==> src/include/qbp_pkg.sv <==
// package of constants for the quasi-bidirectional port three
package qbp_pkg;
    // ------------------------------------------------------------
    // widths and reset values
    // ------------------------------------------------------------
    localparam int PORT_WIDTH = 8;
    localparam logic [7:0] LATCH_RESET = 8'hFF;
    // ------------------------------------------------------------
    // pin positions of the alternate functions
    // ------------------------------------------------------------
    localparam int BIT_SER_RX = 0;
    localparam int BIT_SER_TX = 1;
    localparam int BIT_IRQ0 = 2;
    localparam int BIT_IRQ1 = 3;
    localparam int BIT_CNT0 = 4;
    localparam int BIT_CNT1 = 5;
    localparam int BIT_WR = 6;
    localparam int BIT_RD = 7;
    // ------------------------------------------------------------
    // timing of the momentary strong pull-high
    // ------------------------------------------------------------
    localparam int CLK_PERIOD_NS = 25;
    localparam int BOOST_TIME_NS = 50;
    localparam int BOOST_CYCLES_RAW = BOOST_TIME_NS / CLK_PERIOD_NS;
    localparam int BOOST_CYCLES = (BOOST_CYCLES_RAW < 1) ? 1 :
        BOOST_CYCLES_RAW;
    localparam int BOOST_CNT_W = 4;
    localparam logic [3:0] BOOST_LOAD = 4'(BOOST_CYCLES);
    localparam logic [3:0] BOOST_IDLE = 4'h0;
endpackage : qbp_pkg

==> src/rtl/qbp_pin_cell.sv <==
// one pin cell: strong pulldown, momentary boost and weak pullup
`timescale 1ns/1ps
`default_nettype none
module qbp_pin_cell
    import qbp_pkg::*;
(
    // clock and reset
    input wire logic core_clk_in,
    input wire logic sys_rst_in,
    // drive request from the combined latch and alternate output
    input wire logic drive_level_in,
    // pad controls
    output logic pull_low_oe_out,
    output logic boost_oe_out,
    output logic weak_pullup_out
);
    logic prev_level;
    logic [3:0] boost_cnt;
    logic next_prev_level;
    logic [3:0] next_boost_cnt;
    logic next_pull_low;
    logic next_boost;
    logic next_weak;

    // ------------------------------------------------------------
    // next values of the pad controls
    // ------------------------------------------------------------
    always_comb begin
        next_prev_level = drive_level_in;
        next_boost_cnt = boost_cnt;
        if (drive_level_in && !prev_level) begin
            next_boost_cnt = BOOST_LOAD; // zero to one starts boost
        end else if (!drive_level_in) begin
            next_boost_cnt = BOOST_IDLE;
        end else if (boost_cnt != BOOST_IDLE) begin
            next_boost_cnt = boost_cnt - 4'h1;
        end
        next_pull_low = !drive_level_in; // strong pulldown on zero
        next_boost = next_boost_cnt != BOOST_IDLE;
        // only the weak pullup holds a steady one
        next_weak = drive_level_in && (next_boost_cnt == BOOST_IDLE);
    end

    // ------------------------------------------------------------
    // registers; reset holds the pin as a weak-pulled one
    // ------------------------------------------------------------
    always_ff @(posedge core_clk_in or posedge sys_rst_in) begin
        if (sys_rst_in) begin
            prev_level <= 1'b1;
            boost_cnt <= BOOST_IDLE;
            pull_low_oe_out <= 1'b0;
            boost_oe_out <= 1'b0;
            weak_pullup_out <= 1'b1;
        end else begin
            prev_level <= next_prev_level;
            boost_cnt <= next_boost_cnt;
            pull_low_oe_out <= next_pull_low;
            boost_oe_out <= next_boost;
            weak_pullup_out <= next_weak;
        end
    end
endmodule : qbp_pin_cell
`default_nettype wire

==> src/rtl/qbp_port3.sv <==
// eight-pin quasi-bidirectional port with alternate functions
// Contract
// - eight independent pins, each general I/O and one alternate function
// - reset sets every port latch bit to one
// - a steady one is held by the weak pullup only
// - a weak-pulled pin is an input; outside may pull it low
// - writing zero turns on the strong pulldown until one or reset
// - a zero-to-one change briefly enables a strong pull-high driver
// - after the boost the pin is both output high and input
// - bit 0 serial receive input, bit 1 serial transmit output
// - bits 2 and 3 carry external interrupt 0 and 1 inputs
// - bits 4 and 5 carry timer 0 and 1 count inputs
// - bit 6 write strobe, bit 7 read strobe, both active low
`timescale 1ns/1ps
`default_nettype none
module qbp_port3
    import qbp_pkg::*;
(
    // clock and reset
    input wire logic core_clk_in,
    input wire logic sys_rst_in,
    // core side latch write
    input wire logic latch_we_in,
    input wire logic [7:0] latch_wdata_in,
    // serial transmit output from the core
    input wire logic serial0_transmit_in,
    // external memory strobes from the core, active low
    input wire logic ext_wr_n_in,
    input wire logic ext_rd_n_in,
    // pin inputs from the pads
    input wire logic [7:0] pin_in,
    // pad controls: strong pulldown enables
    output logic [7:0] pin_pull_low_oe_out,
    // pad controls: momentary strong pull-high enables
    output logic [7:0] pin_boost_oe_out,
    // pad controls: weak pullup enables
    output logic [7:0] pin_weak_pullup_out,
    // core side readback of the latch
    output logic [7:0] latch_out,
    // core side sensed pad levels
    output logic [7:0] pin_level_out,
    // serial receive input to the core
    output logic serial0_receive_input_out,
    // external interrupt request inputs to the core
    output logic ext_irq_zero_input_out,
    output logic ext_irq_one_input_out,
    // timer count inputs to the core
    output logic counter_zero_count_input_out,
    output logic counter_one_count_input_out
);
    // port latch and its next value
    logic [7:0] port_latch;
    logic [7:0] next_port_latch;
    // synchroniser stages and their next values
    logic [7:0] sync_a;
    logic [7:0] sync_b;
    logic [7:0] next_sync_a;
    logic [7:0] next_sync_b;
    // level asked of each pad
    logic [7:0] alt_out;
    logic [7:0] drive_level;
    // next values of the registered outputs
    logic [4:0] next_alt_in;
    logic [7:0] next_latch_out;
    logic [7:0] next_level;
    logic next_serial_rx;
    logic next_irq_zero;
    logic next_irq_one;
    logic next_count_zero;
    logic next_count_one;

    // ------------------------------------------------------------
    // helper functions
    // ------------------------------------------------------------
    // value of the latch after this edge; a write replaces all bits
    function automatic logic [7:0] write_latch(
        input logic [7:0] cur,
        input logic we,
        input logic [7:0] data
    );
        logic [7:0] result;
        result = cur;
        if (we) begin
            result = data; // software write
        end
        return result;
    endfunction : write_latch

    // places the alternate outputs on their pins; ones elsewhere
    // leave the latch alone, so an idle function has no effect
    function automatic logic [7:0] alt_mask(
        input logic tx,
        input logic wr_n,
        input logic rd_n
    );
        logic [7:0] mask;
        mask = 8'hFF;
        mask[BIT_SER_TX] = tx; // transmit
        mask[BIT_WR] = wr_n; // write strobe
        mask[BIT_RD] = rd_n; // read strobe
        return mask;
    endfunction : alt_mask

    // picks the sensed pins that feed the core peripherals,
    // packed as count one, count zero, irq one, irq zero, receive
    function automatic logic [4:0] alt_inputs(
        input logic [7:0] level
    );
        logic [4:0] picked;
        picked[0] = level[BIT_SER_RX]; // receive
        picked[1] = level[BIT_IRQ0]; // interrupt zero
        picked[2] = level[BIT_IRQ1]; // interrupt one
        picked[3] = level[BIT_CNT0]; // count zero
        picked[4] = level[BIT_CNT1]; // count one
        return picked;
    endfunction : alt_inputs

    // ------------------------------------------------------------
    // port latch
    // ------------------------------------------------------------
    // next latch value; writes may follow back to back
    always_comb begin
        next_port_latch = write_latch(port_latch, latch_we_in,
            latch_wdata_in);
    end

    // the latch itself; a write lands at this edge and the pad
    // controls follow one edge later
    // reset leaves every pin a weak-pulled one
    always_ff @(posedge core_clk_in or posedge sys_rst_in) begin
        if (sys_rst_in) begin
            port_latch <= LATCH_RESET; // all ones on reset
        end else begin
            port_latch <= next_port_latch;
        end
    end

    // ------------------------------------------------------------
    // alternate outputs combined with the latch
    // ------------------------------------------------------------
    // a pin goes low if the latch or its function asks for low;
    // software keeps the latch bit at one while a function drives
    // the pin, else the function cannot raise it
    always_comb begin
        alt_out = alt_mask(serial0_transmit_in, ext_wr_n_in, ext_rd_n_in);
        drive_level = port_latch & alt_out; // low if either low
    end

    // ------------------------------------------------------------
    // one cell per pin
    // ------------------------------------------------------------
    // each cell keeps its own boost count, so a write that raises
    // several pins boosts all of them in the same cycles
    for (genvar i = 0; i < PORT_WIDTH; i++) begin : g_pin
        qbp_pin_cell u_cell ( // independent pins
            .core_clk_in(core_clk_in),
            .sys_rst_in(sys_rst_in),
            .drive_level_in(drive_level[i]),
            .pull_low_oe_out(pin_pull_low_oe_out[i]),
            .boost_oe_out(pin_boost_oe_out[i]),
            .weak_pullup_out(pin_weak_pullup_out[i])
        );
    end

    // ------------------------------------------------------------
    // pin sensing through two flip-flops
    // ------------------------------------------------------------
    // the pads move with no regard to the clock; the first stage may
    // settle late, so nothing but the second stage reads it
    always_comb begin
        next_sync_a = pin_in;
        next_sync_b = sync_a;
    end

    // synchroniser stages, reset to the weak-pulled idle level
    always_ff @(posedge core_clk_in or posedge sys_rst_in) begin
        if (sys_rst_in) begin
            sync_a <= 8'hFF;
            sync_b <= 8'hFF;
        end else begin
            sync_a <= next_sync_a;
            sync_b <= next_sync_b;
        end
    end

    // ------------------------------------------------------------
    // readback and alternate inputs to the core
    // ------------------------------------------------------------
    // the readback shows the latch as it stands after this edge,
    // so software sees its own write at once
    always_comb begin
        next_latch_out = next_port_latch;
        next_level = sync_b; // sensed level
        next_alt_in = alt_inputs(sync_b);
        next_serial_rx = next_alt_in[0];
        next_irq_zero = next_alt_in[1];
        next_irq_one = next_alt_in[2];
        next_count_zero = next_alt_in[3];
        next_count_one = next_alt_in[4];
    end

    // every output comes straight from a flip-flop; reset shows
    // the idle level of a weak-pulled pad
    always_ff @(posedge core_clk_in or posedge sys_rst_in) begin
        if (sys_rst_in) begin
            latch_out <= LATCH_RESET;
            pin_level_out <= 8'hFF;
            serial0_receive_input_out <= 1'b1;
            ext_irq_zero_input_out <= 1'b1;
            ext_irq_one_input_out <= 1'b1;
            counter_zero_count_input_out <= 1'b1;
            counter_one_count_input_out <= 1'b1;
        end else begin
            latch_out <= next_latch_out;
            pin_level_out <= next_level;
            serial0_receive_input_out <= next_serial_rx;
            ext_irq_zero_input_out <= next_irq_zero;
            ext_irq_one_input_out <= next_irq_one;
            counter_zero_count_input_out <= next_count_zero;
            counter_one_count_input_out <= next_count_one;
        end
    end
endmodule : qbp_port3
`default_nettype wire

==> config.mk <==
export PLATFORM = sky130hd
export DESIGN_NAME = qbp_port3
export DESIGN_NICKNAME = d
export VERILOG_FILES = /design/src/include/qbp_pkg.sv /design/src/rtl/qbp_pin_cell.sv /design/src/rtl/qbp_port3.sv
export SDC_FILE = /design/constraint.sdc
export NUM_CORES = 1
export LEC_CHECK = 0
export BUFFER_PORTS_ARGS = -buffer_cell sky130_fd_sc_hd__buf_2
export CORE_UTILIZATION = 50
export CTS_CLUSTER_SIZE = 10
export DETAILED_ROUTE_END_ITERATION = 8
export GPL_TIMING_DRIVEN = 0
export HOLD_SLACK_MARGIN = 0.12
export MAX_ROUTING_LAYER = met4
export PLACE_DENSITY = 0.72
export SKIP_CTS_REPAIR_TIMING = 1
export SYNTH_ARGS = -nofsm -noshare
export SYNTH_HDL_FRONTEND = slang
export SYNTH_SLANG_ARGS = --single-unit
==> constraint.sdc <==
create_clock -name core_clk_in -period 4.7 [get_ports core_clk_in]
set_input_delay 0.705 -clock core_clk_in [delete_from_list [all_inputs] [get_ports core_clk_in]]
set_output_delay 0.705 -clock core_clk_in [all_outputs]
set_load 0.02 [all_outputs]
== Yosys cells after proc, flatten, opt, wreduce, memory -nomap -nowiden ==
Index checks and enable logic that the tools add are counted.

* Register bits after elaboration: 101
* Input bits: 22
* Output and inout bits: 45
* Logic and storage cells: 138

* Add/sub/neg operators: 8
* Muxes and demuxes: 24
* Bitwise logic cells: 1
* Reductions and logical operators: 56

{| class="wikitable"
|+ Operator list
! kind !! number
|-
| $mux 4 || 24
|-
| $reduce_bool 4->1 || 16
|-
| $logic_not 4->1 || 8
|-
| $sub 4x1->4 const B || 8
|-
| $logic_and 1x1->1 || 16
|-
| $logic_not 1->1 || 16
|-
| $and 8x8->8 || 1
|}

== Longest topological paths before layout ==
* Depth after elaboration: 6
* Gate-level depth with buffers: 5
* Mapped depth without buffers: 5

== By module ==
Synthesis repeated with hierarchy kept, for this count alone.

* Cell total of the unflattened synthesis: 338
* Area total of the unflattened synthesis: 4141.5 sq um

{| class="wikitable"
|+ By module, submodules not included
! module !! instances !! cells each !! area an instance (sq um) !! seq. area each (sq um)
|-
| qbp_pin_cell (g_pin[1].u_cell ...) || 7 || 36 || 387.9 || 202.7
|-
| qbp_port3 || 1 || 55 || 1069.8 || 840.8
|-
| qbp_pin_cell (g_pin[0].u_cell) || 1 || 31 || 356.6 || 202.7
|}

== Worst setup path after synthesis ==
No wires, ideal clock.

* Path kind: reg-to-reg
* Start: register g_pin[7].u_cell.boost_cnt[0]
* End: register g_pin[7].u_cell.weak_pullup_out
* Setup time: 0.063 ns
* Arrival: 1.423 ns
* Required time: 4.637 ns
* Setup slack: 3.214 ns
* Stages on the path, launching flop included: 6
* Buffers on the path: 0
* Clock period less this slack: 1.486 ns
* Path through: dfrtp_1 > inv_1 > ha_1 > nor3b_2 > mux2i_1 > and4_1

* Word-level cells in the longest chain between the ends: 6
* Elaborated cells on any way between the ends: 7
* Classes of those cells: 1 x add/sub; 3 x mux; 3 x reduce/logical

{| class="wikitable"
|+ RTL lines
! element !! RTL line !! RTL
|-
| start: declaration || qbp_pin_cell.sv:18 || <nowiki>logic [3:0] boost_cnt;</nowiki>
|-
| start signal: assignment || qbp_pin_cell.sv:56 || <nowiki>boost_cnt <= next_boost_cnt;</nowiki>
|-
| $sub 4x1->4 / $reduce_bool 4->1 (equally long branches) || qbp_pin_cell.sv:36, qbp_pin_cell.sv:35 ||
|-
| $mux 4 * || qbp_pin_cell.sv:35 || <nowiki>end else if (boost_cnt != BOOST_IDLE) begin</nowiki>
|-
| $mux 4 * || qbp_pin_cell.sv:33 || <nowiki>end else if (!drive_level_in) begin</nowiki>
|-
| $mux 4 * || qbp_pin_cell.sv:31 || <nowiki>if (drive_level_in && !prev_level) begin</nowiki>
|-
| $logic_not 4->1 * || qbp_pin_cell.sv:41 || <nowiki>next_weak = drive_level_in && (next_boost_cnt == BOOST_IDLE);</nowiki>
|-
| $logic_and 1x1->1 * || qbp_pin_cell.sv:41 ||
|-
| net g_pin[7].u_cell.next_weak || qbp_pin_cell.sv:23 || <nowiki>logic next_weak;</nowiki>
|-
| end signal: assignment || qbp_pin_cell.sv:59 || <nowiki>weak_pullup_out <= next_weak;</nowiki>
|-
| end: declaration || qbp_pin_cell.sv:15 || <nowiki>output logic weak_pullup_out</nowiki>
|}

Mark *: on every way through the listed nets, which the timed path passes. The rest lies on a longest branch.
A chain may end at the register's enable or synchronous reset.

== Final worst setup path ==
* Start: register latch_out[0]
* End: output latch_out[0]

{| class="wikitable"
|+ RTL lines
! element !! RTL line !! RTL
|-
| start: declaration || qbp_port3.sv:39 || <nowiki>output logic [7:0] latch_out,</nowiki>
|-
| start signal: assignment || qbp_port3.sv:214 || <nowiki>latch_out <= next_latch_out;</nowiki>
|}

No word-level cell between the ends.

==> out/qor.csv <==
stage;metric;value;unit
cts;htree_levels;3;
floorplanning;io_pins;67;
routing;first_iter_violations;77;
routing;dr.pass1.iters;4;
routing;drtAntennaViolNets;0;
pwr;sequentialPowerShare;0.507;
floorplanning;coreArea;7890;um^2
pwr;pwr-share-clk;0.310;
routing;routed_wl;6.87;mm
placement;placed_cells;523;
status;status;complete, no violations;
run;drv_cap;0;
worst_setup_path;critPathRequiredTime;3.99;ns
floorplanning;start_util;0.529;
routing;drc;0;
final_layout;layout-drive-gt1-share;0.426;
routing;wl_per_cell;12.7;um
floorplanning;dieArea;8710;um^2
worst_hold_path;hold_class;register to register;
worst_setup_path;arrival;1.20;ns
placement;port_buffers;66;
worst_setup_path;crit_path_start_kind;register;
sta;fin_crit_sh;0.406;
worst_setup_path;reg2regPathDepth;5;
final_layout;layout_commonest_cell;buf_2;
routing;vias;2697;
final_layout;stdcell_count;539;
sta;worstMarginPinSlew;0.625;ns
final_layout;num_antenna_cells;0;
cts;clk_pin_slew;0.08;ns
worst_setup_path;path_class;register to output port;
floorplanning;die_w;93.3;um
final_layout;final_cell_mix;buf_2 (66), dfrtp_1 (48), dfstp_2 (48);
synthesis;ys_ff_latch;96;
floorplanning;fp.dieH;93.3;um
cts;cts_buffers;9;
sta;finalHoldWorstSlack;0.357;ns
global_route;grt_pass1_vias;2680;
pwr;p_sw;483;uW
pwr;pwr-share-comb;0.183;
sta;setup_viol;0;
global_route;antenna_found_initial;0;
pwr;internal-power;1.38;mW
worst_setup_path;path_cells;buf_4, buf_2;
synthesis;avgSynthCellArea;11.8;um^2
worst_hold_path;hold_end;pin_level_out[3];
pwr;ir_drop;0.187;mV
global_route;grt_pass1_wl;11.7;mm
cts;worstSkewPairLatency;0.35;ns
final_layout;nets;462;
pwr;power.density;381;nW/um^2
synthesis;synth_area;4170;um^2
synthesis;synth_nets;384;
pwr;switching_share;0.260;
cts;cts_buffer_depth;2;
global_route;grt_use_total;0.176;
sta;hold_violations;0;
placement;gp_congestion;0.849;
sta;fin_tns_setup;0;ns
final_layout;fill_cells;630;
routing;via_per_inst;5.00;
worst_setup_path;r2r_start;g_pin[0].u_cell.boost_cnt[0];
floorplanning;rows;32;
synthesis;synth.distinct_cells;32;
worst_setup_path;crit_buf_inv;2;
sta;rsz0062_at_grt;no;
worst_setup_path;slowest_stage;dfstp_2;
worst_hold_path;holdCritStartpoint;next_level[3];
synthesis;syn_inst;354;
cts;clock-root-buffer;clkbuf_8;
worst_setup_path;rrSetupSlack;3.02;ns
cts;cts_tree;yes;
sta;post-route-min-period;1.91;ns
sta;fin_skew;0.00824;ns
synthesis;synth.yosys.seq_area_share;0.591;
final_layout;post-route-util;0.618;
cts;clkSinkCount;96;
sta;slew_viol_final;0;
placement;dp_hpwl;4.94;mm
worst_setup_path;cpPeakStageDelay;0.60;ns
synthesis;yosys_warnings;0;
worst_hold_path;hold_path_depth;0;
worst_setup_path;r2r-end;g_pin[0].u_cell.weak_pullup_out;
global_route;grt-ovfl-total;0;
worst_setup_path;path_delay_family;flip-flops;
final_layout;syn2layout_area_growth;17.0;%
worst_setup_path;endpoint_kind;output port;
sta;max_freq;524;MHz
sta;slew_headroom;0.583;
pwr;leakage;2.30;nW
worst_setup_path;critPathMaxFanout;7;
global_route;grt_max_degree;55;
[flip-flops by register name, indices dropped and copies added (netlist names)]
signal / cells
g_pin.u_cell.prev_level: 8
g_pin.u_cell.boost_oe_out: 8
g_pin.u_cell.pull_low_oe_out: 8
g_pin.u_cell.weak_pullup_out: 8
next_level: 8
pin_level_out: 8
latch_out: 8
next_sync_b: 8
g_pin.u_cell.boost_cnt: 32
[how the worst max path moves through the flow]
stage | start | to | slack, ns | depth (start not counted)
global route | latch_out[3] | latch_out[3] | 2.73 | 2
finish | latch_out[0] | latch_out[0] | 2.79 | 2
global placement | sys_rst_in | g_pin[4].u_cell.boost_cnt[0] | 0.54 | 2
floorplan | sys_rst_in | g_pin[0].u_cell.boost_cnt[0] | 1.57 | 1
detailed placement | latch_we_in | latch_out[2] | 3.03 | 4
CTS | latch_out[0] | latch_out[0] | 2.77 | 2
[per-stage QoR]
step / instance area [um^2] / power, mW / setup slack, ns
2_1_floorplan: 4170 / 1.21 / 1.57
3_3_place_gp: 4630 / 1.28 / 0.539
3_5_place_dp: 4660 / 1.30 / 3.03
4_1_cts: 4880 / 1.89 / 2.77
5_1_grt: 4880 / 1.96 / 2.73
6_report: 4880 / 1.86 / 2.79
[power by group through the flow]
stage / sequential, mW / combinational, mW / clock [mW]
6_report: 0.943 / 0.340 / 0.576
3_5_place_dp: 0.958 / 0.343 / 0
2_1_floorplan: 0.957 / 0.253 / 0
5_1_grt: 0.951 / 0.378 / 0.628
4_1_cts: 0.944 / 0.344 / 0.598
3_3_place_gp: 0.956 / 0.328 / 0
[kinds of logic (layout without fill, tap and decap cells)]
family	after synthesis	after routing	synth area share
compound gates	42	42	0.0738
simple gates	116	116	0.164
flops	96	96	0.591
buf+inv	70	153	0.0948
fa+ha+maj	8	8	0.0240
xor+xnor	6	6	0.0126
mux	16	16	0.0396
[Yosys cell counts, drive strengths merged]
master  number  area share
dfrtp       48        0.29
nor3b       15       0.032
a21o         1      0.0018
a31oi        4      0.0060
nand3b       5      0.0090
nor2b        4      0.0060
clkbuf       5      0.0057
o221a        4       0.011
nand3        4      0.0048
nor4b        4       0.014
nor3        12       0.014
ha           8       0.024
o311a        4      0.0096
o41ai        2      0.0060
and4         6       0.013
nand2       16       0.014
nor2        33       0.030
nand2b      15       0.023
a311o        4      0.0096
or4b         2      0.0048
inv         31       0.028
dfstp       48        0.30
buf         34       0.061
mux2i       12       0.029
xnor2        6       0.013
o21ai        6      0.0072
a21oi       13       0.016
o211ai       4      0.0072
mux2         4       0.011
[area by class of cell]
cell class	instances	area, um^2	area share
plain buffers	39	279	0.0572
clock buffers	11	141	0.0290
clock inverters	5	80.1	0.0164
inverters	31	119	0.0244
multi-input cells	188	1310	0.269
flip-flops and latches	96	2460	0.505
well taps	102	128	0.0262
repair buffers	67	358	0.0734
[layer usage]
metal / global-route usage / wire [um] / up-vias / share of wire
met5: - / 0 / - / 0
met3: 0.0366 / 277 / 6 / 0.040
li1: - / - / 1329 / -
met4: 0.0769 / 80 / 0 / 0.012
met1: 0.216 / 3200 / 1297 / 0.47
met2: 0.285 / 3310 / 65 / 0.48
Note: power is estimated with default switching activity, not from simulation.
